<file path="config.mk">
export PLATFORM = sky130hd
export DESIGN_NAME = fan_pwm_prescale_hysteresis
export DESIGN_NICKNAME = d
export VERILOG_FILES = /design/src/fan_pwm_pkg.sv /design/src/fan_pwm_channel.sv /design/src/fan_pwm_prescale_hysteresis.sv
export SDC_FILE = /design/constraint.sdc
export NUM_CORES = 1
export LEC_CHECK = 0
export ABC_AREA = 1
export BUFFER_PORTS_ARGS = -buffer_cell sky130_fd_sc_hd__buf_4
export CAP_MARGIN = 15
export CORE_MARGIN = 10
export CORE_UTILIZATION = 55
export CTS_BUF_LIST = sky130_fd_sc_hd__clkbuf_4 sky130_fd_sc_hd__clkbuf_8
export DETAILED_ROUTE_END_ITERATION = 8
export GPL_TIMING_DRIVEN = 0
export PLACE_DENSITY = 0.75
export SLEW_MARGIN = 20
export SYNTH_ARGS = -nofsm -noshare
export SYNTH_HDL_FRONTEND = slang
export SYNTH_SLANG_ARGS = --single-unit
</file>
<file path="constraint.sdc">
create_clock -name mclk_i -period 21.6 [get_ports mclk_i]
set_input_delay 2.16 -clock mclk_i [delete_from_list [all_inputs] [get_ports mclk_i]]
set_output_delay 2.16 -clock mclk_i [all_outputs]
set_load 0.02 [all_outputs]
</file>
<file path="src/fan_pwm_pkg.sv">
// shared constants for the fan pwm prescaler and hysteresis block
package fan_pwm_pkg;
  // ---------------------------------------------------------------
  // register indices (byte address is four times the index)
  // ---------------------------------------------------------------
  localparam logic [7:0] IDX_FAN1_PWM_PRESCALER = 8'h71;
  localparam logic [7:0] IDX_FAN2_PWM_PRESCALER = 8'h72;
  localparam logic [7:0] IDX_FAN3_PWM_PRESCALER = 8'h73;
  localparam logic [7:0] IDX_TEMP1_HYSTERESIS = 8'h74;
  localparam logic [7:0] IDX_TEMP2_HYSTERESIS = 8'h75;
  localparam logic [7:0] IDX_TEMP3_HYSTERESIS = 8'h76;
  localparam logic [7:0] IDX_FAN_STARTUP_DUTY = 8'h77;
  localparam int ADDR_LSB = 2;
  localparam int IDX_W = 8;
  // ---------------------------------------------------------------
  // reset values and field layout
  // ---------------------------------------------------------------
  localparam logic [7:0] PRESCALER_RST = 8'h84;
  localparam logic [7:0] HYST_RST = 8'h53;
  localparam logic [7:0] STARTUP_RST = 8'h30;
  localparam logic [7:0] HYST_MASK = 8'h77;
  localparam int REF_SEL_BIT = 7;
  localparam int CRIT_LSB = 4;
  localparam int OPER_LSB = 0;
  localparam int HYST_W = 3;
  // ---------------------------------------------------------------
  // timing
  // ---------------------------------------------------------------
  localparam int CLK_HZ = 200_000_000;
  localparam int REF_FAST_HZ = 125_000;
  localparam int REF_SLOW_HZ = 1_000;
  localparam int FAST_TICK_CYCLES = CLK_HZ / REF_FAST_HZ;
  localparam int SLOW_TICK_CYCLES = CLK_HZ / REF_SLOW_HZ;
  localparam int RATIO_W = 11;
  localparam int DUTY_W = 8;
endpackage

</file>
<file path="src/fan_pwm_channel.sv">
// one fan pwm output: period divider, duty compare, glitch-free reload
`timescale 1ns/1ps
`default_nettype none
module fan_pwm_channel
  import fan_pwm_pkg::*;
(
  input wire logic mclk_i,
  input wire logic rst_n_i,
  input wire logic fast_tick_i,
  input wire logic slow_tick_i,
  input wire logic [7:0] prescaler_i,
  input wire logic [DUTY_W-1:0] duty_i,
  output logic pwm_o,
  output logic period_start_o
);
  // ---------------------------------------------------------------
  // ratio decode
  // ---------------------------------------------------------------
  wire logic use_fast = prescaler_i[REF_SEL_BIT];
  wire logic [RATIO_W-1:0] fast_ratio = {4'h0, prescaler_i[6:0]} + 11'h001;
  logic [RATIO_W-1:0] slow_ratio;
  always_comb
  begin
    case (prescaler_i[3:0])
      4'h8: slow_ratio = 11'h00c;
      4'h9: slow_ratio = 11'h010;
      4'ha: slow_ratio = 11'h020;
      4'hb: slow_ratio = 11'h040;
      4'hc: slow_ratio = 11'h080;
      4'hd: slow_ratio = 11'h100;
      4'he: slow_ratio = 11'h200;
      4'hf: slow_ratio = 11'h400;
      default: slow_ratio = {7'h00, prescaler_i[3:0]} + 11'h001;
    endcase
  end
  // reserved fast codes are not trapped; ratio still follows divisor+1
  wire logic [RATIO_W-1:0] new_ratio = use_fast ? fast_ratio : slow_ratio;
  // ---------------------------------------------------------------
  // period counter, one duty step per reference tick group
  // ---------------------------------------------------------------
  logic sel_q;
  logic [RATIO_W-1:0] ratio_q;
  logic [RATIO_W-1:0] cnt_q;
  logic [DUTY_W-1:0] phase_q;
  logic [DUTY_W-1:0] duty_q;
  logic pwm_q;
  wire logic tick = sel_q ? fast_tick_i : slow_tick_i;
  wire logic step = tick && (cnt_q == ratio_q - 11'h001);
  wire logic wrap = step && (phase_q == 8'hff);
  assign pwm_o = pwm_q;
  assign period_start_o = wrap;
  always_ff @(posedge mclk_i or negedge rst_n_i)
  begin
    if (!rst_n_i)
    begin
      sel_q <= 1'b1;
      ratio_q <= 11'h005;
      cnt_q <= '0;
      phase_q <= '0;
      duty_q <= '0;
      pwm_q <= 1'b0;
    end
    else
    begin
      if (tick)
        cnt_q <= step ? '0 : cnt_q + 11'h001;
      if (step)
        phase_q <= phase_q + 8'h01;
      // new setting only at period end, never mid-cycle
      if (wrap)
      begin
        sel_q <= use_fast;
        ratio_q <= new_ratio;
        duty_q <= duty_i;
      end
      pwm_q <= (phase_q < duty_q);
    end
  end
endmodule // fan_pwm_channel
`default_nettype wire

</file>
<file path="src/fan_pwm_prescale_hysteresis.sv">
// register file and three pwm outputs with reference tick generation
// Overview of operation
// - each fan divides its selected reference by its divisor for pwm frequency.
// - select bit one gives 125 kHz over divisor plus one.
// - fast mode valid codes 0..7 and 15,31,63,127; others reserved for software.
// - select bit zero uses divisor 3:0 mapped table over 1000 Hz.
// - three read/write prescaler registers, reset 84h, 25 kHz.
// - hysteresis registers: critical in 6:4, operating in 2:0, reset 53h.
// - each channel's hysteresis is applied to its own comparisons.
// - shared start-up duty register, reset 30h, used when spinning up.
`timescale 1ns/1ps
`default_nettype none
module fan_pwm_prescale_hysteresis
  import fan_pwm_pkg::*;
#(
  parameter int NUM_FANS = 3,
  parameter int SLOW_TICK_CYCLES_P = SLOW_TICK_CYCLES
)
(
  input wire logic mclk_i,
  input wire logic nrst_i,
  input wire logic hsel_i,
  input wire logic [31:0] haddr_i,
  input wire logic [1:0] htrans_i,
  input wire logic hwrite_i,
  input wire logic [2:0] hsize_i,
  input wire logic [31:0] hwdata_i,
  input wire logic hready_i,
  output logic [31:0] hrdata_o,
  output logic hreadyout_o,
  output logic hresp_o,
  input wire logic [NUM_FANS-1:0] fan_starting_i,
  input wire logic [NUM_FANS*DUTY_W-1:0] fan_duty_i,
  output logic [NUM_FANS-1:0] fan_pwm_o,
  output logic [NUM_FANS-1:0] fan_period_start_o,
  output logic [NUM_FANS*HYST_W-1:0] operating_hyst_o,
  output logic [NUM_FANS*HYST_W-1:0] critical_hyst_o,
  output logic [DUTY_W-1:0] fan_spinup_level_o
);
  // ---------------------------------------------------------------
  // reset release
  // ---------------------------------------------------------------
  logic rst_meta_q;
  logic rst_n_q;
  always_ff @(posedge mclk_i or negedge nrst_i)
  begin
    if (!nrst_i)
    begin
      rst_meta_q <= 1'b0;
      rst_n_q <= 1'b0;
    end
    else
    begin
      rst_meta_q <= 1'b1;
      rst_n_q <= rst_meta_q;
    end
  end
  // ---------------------------------------------------------------
  // reference ticks
  // ---------------------------------------------------------------
  // duty-step ticks, 256 per reference period, so a ratio n gives ref/n
  // fractional accumulators: any 256 ticks span exactly one reference period
  // limitation: a reference period below 256 clocks cannot be reached
  logic [31:0] fast_acc_q;
  logic [31:0] slow_acc_q;
  wire logic [31:0] step_inc = 32'(1 << DUTY_W);
  wire logic [31:0] fast_sum = fast_acc_q + step_inc;
  wire logic [31:0] slow_sum = slow_acc_q + step_inc;
  wire logic fast_tick = (fast_sum >= 32'(FAST_TICK_CYCLES));
  wire logic slow_tick = (slow_sum >= 32'(SLOW_TICK_CYCLES_P));
  always_ff @(posedge mclk_i or negedge rst_n_q)
  begin
    if (!rst_n_q)
    begin
      fast_acc_q <= '0;
      slow_acc_q <= '0;
    end
    else
    begin
      fast_acc_q <= fast_tick ? fast_sum - 32'(FAST_TICK_CYCLES) : fast_sum;
      slow_acc_q <= slow_tick ? slow_sum - 32'(SLOW_TICK_CYCLES_P) : slow_sum;
    end
  end
  // ---------------------------------------------------------------
  // ahb-lite slave, zero wait states
  // ---------------------------------------------------------------
  logic wr_pend_q;
  logic rd_pend_q;
  logic [IDX_W-1:0] idx_q;
  logic [7:0] presc_q [NUM_FANS];
  logic [7:0] hyst_q [NUM_FANS];
  logic [7:0] startup_q;
  wire logic addr_ok = hsel_i && hready_i && htrans_i[1];
  wire logic [IDX_W-1:0] addr_idx = haddr_i[ADDR_LSB +: IDX_W];
  assign hreadyout_o = 1'b1;
  assign hresp_o = 1'b0;
  always_ff @(posedge mclk_i or negedge rst_n_q)
  begin
    if (!rst_n_q)
    begin
      wr_pend_q <= 1'b0;
      rd_pend_q <= 1'b0;
      idx_q <= '0;
    end
    else
    begin
      wr_pend_q <= addr_ok && hwrite_i;
      rd_pend_q <= addr_ok && !hwrite_i;
      if (addr_ok)
        idx_q <= addr_idx;
    end
  end
  // ---------------------------------------------------------------
  // registers per channel
  // ---------------------------------------------------------------
  logic [7:0] rd_word [NUM_FANS*2];
  genvar g;
  generate
    for (g = 0; g < NUM_FANS; g++)
    begin : g_ch
      wire logic presc_hit = (idx_q == IDX_FAN1_PWM_PRESCALER + 8'(g));
      wire logic hyst_hit = (idx_q == IDX_TEMP1_HYSTERESIS + 8'(g));
      always_ff @(posedge mclk_i or negedge rst_n_q)
      begin
        if (!rst_n_q)
        begin
          presc_q[g] <= PRESCALER_RST;
          hyst_q[g] <= HYST_RST;
        end
        else
        begin
          if (wr_pend_q && presc_hit)
            presc_q[g] <= hwdata_i[7:0];
          if (wr_pend_q && hyst_hit)
            hyst_q[g] <= hwdata_i[7:0] & HYST_MASK;
        end
      end
      assign rd_word[g] = presc_hit ? presc_q[g] : 8'h00;
      assign rd_word[NUM_FANS+g] = hyst_hit ? hyst_q[g] : 8'h00;
      // per-channel hysteresis to that channel's comparators
      assign operating_hyst_o[g*HYST_W +: HYST_W] = hyst_q[g][OPER_LSB +: HYST_W];
      assign critical_hyst_o[g*HYST_W +: HYST_W] = hyst_q[g][CRIT_LSB +: HYST_W];
      wire logic [DUTY_W-1:0] duty_sel = fan_starting_i[g] ? startup_q
                                       : fan_duty_i[g*DUTY_W +: DUTY_W];
      fan_pwm_channel u_ch (
        .mclk_i(mclk_i),
        .rst_n_i(rst_n_q),
        .fast_tick_i(fast_tick),
        .slow_tick_i(slow_tick),
        .prescaler_i(presc_q[g]),
        .duty_i(duty_sel),
        .pwm_o(fan_pwm_o[g]),
        .period_start_o(fan_period_start_o[g])
      );
    end
  endgenerate
  always_ff @(posedge mclk_i or negedge rst_n_q)
  begin
    if (!rst_n_q)
      startup_q <= STARTUP_RST;
    else if (wr_pend_q && idx_q == IDX_FAN_STARTUP_DUTY)
      startup_q <= hwdata_i[7:0];
  end
  assign fan_spinup_level_o = startup_q;
  // ---------------------------------------------------------------
  // read mux, unmapped reads as zero
  // ---------------------------------------------------------------
  logic [7:0] rd_or;
  always_comb
  begin
    rd_or = (idx_q == IDX_FAN_STARTUP_DUTY) ? startup_q : 8'h00;
    for (int i = 0; i < NUM_FANS*2; i++)
      rd_or = rd_or | rd_word[i];
  end
  assign hrdata_o = rd_pend_q ? {24'h000000, rd_or} : 32'h0000_0000;
endmodule // fan_pwm_prescale_hysteresis
`default_nettype wire

</file>
==> flow_summary.json <==
{
  "status": "finished clean",
  "first_global_vias": 14060,
  "path_clk_slew_ns": 0.06,
  "crit_type": "flop to output pin",
  "n_antenna_cell": 0,
  "antenna_found_initial": 0,
  "fin_skew_ns": 0.03148,
  "p_leak_uw": 0.009222,
  "core_area_um2": 27860,
  "drv_slew": 0,
  "area_growth_pct": 13.87,
  "ys.warnings.count": 0,
  "initial_utilization": 0.5602,
  "period_share": 0.2738,
  "setup-tns-final_ns": 0,
  "yosys-top-cells-count": "nand2_1, inv_1, dfrtp_1, nor2_1, nand3_1",
  "crit_buf_inv": 5,
  "synth_top_cell_area_share": 0.3287,
  "ios": 167,
  "drv_cap": 0,
  "synth_ff_type": "dfrtp_1",
  "crit_family": "simple AND/OR/NAND/NOR gates",
  "finalHoldViolCount": 0,
  "nNetsFinal": 2422,
  "synth.avg_cell_area_um2": 7.389,
  "dieArea_um2": 35510,
  "numPortBuffers": 85,
  "synth-seq-area-share": 0.3775,
  "crit_top_cell": "nand3_1",
  "hpwl_um": 30430,
  "reg2reg_depth": 15,
  "clk_latency_ns": 0.57,
  "first_pass_iters": 6,
  "required_ns": 19.44,
  "hold_buffers": 0,
  "setup_ws_ns": 15.68,
  "crit_arrival_ns": 3.76,
  "min_path_type": "flop to async pin",
  "num-fill-cells": 2499,
  "cts_resized": 0,
  "clock_sinks": 234,
  "yosysMostFrequentCell": "nand2_1",
  "syn_inst": 2112,
  "drc_errors": 0,
  "post_cts_buffers": 0,
  "cp-end-kind": "output pin",
  "die_w_um": 188.5,
  "grt-ovfl-total": 0,
  "p_per_area_nw_per_um2": 53.32,
  "ff2ff_setup_slack_ns": 18.33,
  "synth_top_area_cell": "dfrtp_1",
  "async_flop_share": 1.000,
  "drt-total-wl_um": 39750,
  "synth.area.top_cells": "dfrtp_1, nand2_1, inv_1",
  "synth_edf_count": 0,
  "vias_per_cell": 5.335,
  "synth_cell_types": 48,
  "crit-reg2reg-capture": "g_ch[1].u_ch.phase_q[6]$_DFFE_PN0P_",
  "postRouteAntennaNets": 0,
  "clock.fmax_mhz": 169.1,
  "cp-start-kind": "flop",
  "dpl_worst_slack_ns": 16.31,
  "maxSlewHeadroom": 0.2769,
  "ys_seq_elements": 234,
  "synth_area_um2": 15610,
  "h-tree-depth": 2,
  "min_period_ns": 5.915,
  "reg2reg_from": "slow_acc_q[8]$_DFF_PN0_",
  "rows": 61,
  "cts_buffers": 42,
  "final-setup-viol-count": 0,
  "grt_max_degree": 55,
  "grt_pass1_wl_um": 66830,
  "vias": 14290,
  "clk_path_buf_depth": 3,
  "wl_per_cell_um": 14.84,
  "layout-drive-gt1-share": 0.1461,
  "clock-root-buffer": "clkbuf_8",
  "cp_max_fo": 10,
  "place.gp.congestion": 0.9565,
  "cts_tree": "built",
  "tightest_slew_ns": 1.076,
  "critPathMaxStageDelay_ns": 0.47,
  "rsz0062_at_grt": "false",
  "crit_chain": "ha_1 -> nand2_1 -> nor2_2 -> nand3_2 -> xor2_1 -> nand3_1 -> inv_1 -> nand3_1 -> nor2_2 -> nand3_1 -> nand4_1 -> buf_2 -> inv_1 -> buf_4 -> buf_4",
  "grt.total_usage": 0.2213,
  "cp_slowest_cell": "dfrtp_1",
  "die_y_um": 188.5,
  "ir_drop_uv": 46.65,
  "path_depth": 15,
  "drtIter0Drc": 918
}
[per-stage QoR]
stage                 util  std cells  hold WS, ns  area (um^2)  power (uW)
detailed placement  0.6075       2604       0.3269        16930       533.4
CTS                 0.6379       2678       0.3238        17770       957.3
finish              0.6379       2678       0.3041        17770       947.5
global route        0.6379       2678       0.3445        17770       984.6
floorplan                -       2137       0.3312        15700       504.9
global placement    0.6035       2600       0.3367        16810       529.2
[worst max-delay path by stage]
stage | slack (ns) | to | start
after floorplan | 14.65 | critical_hyst_o[1]$_DFFE_PN0P_ | rst_n_q$_DFF_PN0_
after global placement | 11.96 | slow_acc_q[8]$_DFF_PN0_ | rst_n_q$_DFF_PN0_
after detailed placement | 16.31 | fan_period_start_o[1] | slow_acc_q[8]$_DFF_PN0_
after CTS | 15.70 | fan_period_start_o[1] | slow_acc_q[8]$_DFF_PN0_
after global routing | 15.46 | fan_period_start_o[1] | slow_acc_q[8]$_DFF_PN0_
final | 15.68 | fan_period_start_o[1] | slow_acc_q[8]$_DFF_PN0_
[power by group]
part           internal, uW  leakage, uW  total, uW  switching, uW
Clock                   237     0.000452        421            184
Sequential              448      0.00279        459           11.5
Combinational          28.3      0.00598       67.2           38.9
Total                   713      0.00922        948            235
[per-layer routing]
metal	GRT usage	vias to the layer above	share of wire
li1	-	7069	-
met5	0	-	0
met1	0.2780	6690	0.43
met4	0.08272	0	0.031
met2	0.3693	440	0.47
met3	0.04357	88	0.068
[registers in the layout, summed over array words and instances, names as in the netlist, 8 cells and up]
register,flops
g_ch.u_ch.cnt_q,33
g_ch.u_ch.ratio_q,33
fast_acc_q,26
slow_acc_q,26
g_ch.u_ch.duty_q,24
g_ch.u_ch.phase_q,24
presc_q,24
critical_hyst_o,9
operating_hyst_o,9
fan_spinup_level_o,8
idx_q,8
[cell usage in the layout, fill, tap and decap left out, types with 19 or more instances in the layout]
cell type and n:
dfstp_2 29, nand2_1 574, buf_4 123, xnor2_1 43, nor3_1 29, clkbuf_1 19, clkbuf_4 22, ha_1 51
a21oi_1 30, nand3_1 139, conb_1 27, xor2_1 100, o21ai_0 90, mux2_2 29, clkbuf_8 47, nand4_1 103
nor2_1 190, dfrtp_1 204, inv_1 273
[kinds of logic (layout without fill, tap and decap cells)]
kind of cell               Yosys count  count (layout)  share of synthesized area
and+or+nand+nor                   1119            1119                     0.3184
buffers and inverters              363             526                    0.09990
DFF                                234             234                     0.3775
AOI/OAI and AO/OA                  170             170                    0.06061
xor gates and xnor gates           144             144                    0.08130
adders and majority gates           51              51                    0.04089
muxes                               29              29                    0.02092
other                                2              27                  0.0004812
[area by class of cell]
class	count	area [um^2]	share of cell area
plain buffers	83	508.0	0.02859
multi-input cells	1540	8249	0.4642
well taps	378	473.0	0.02661
clock buffers	69	812.0	0.04569
clock inverters	5	33.78	0.001901
inverters	280	1051	0.05914
flip-flops and latches	234	5896	0.3318
repair buffers	89	748.2	0.04210
Note: power is estimated with default switching activity, not from simulation.
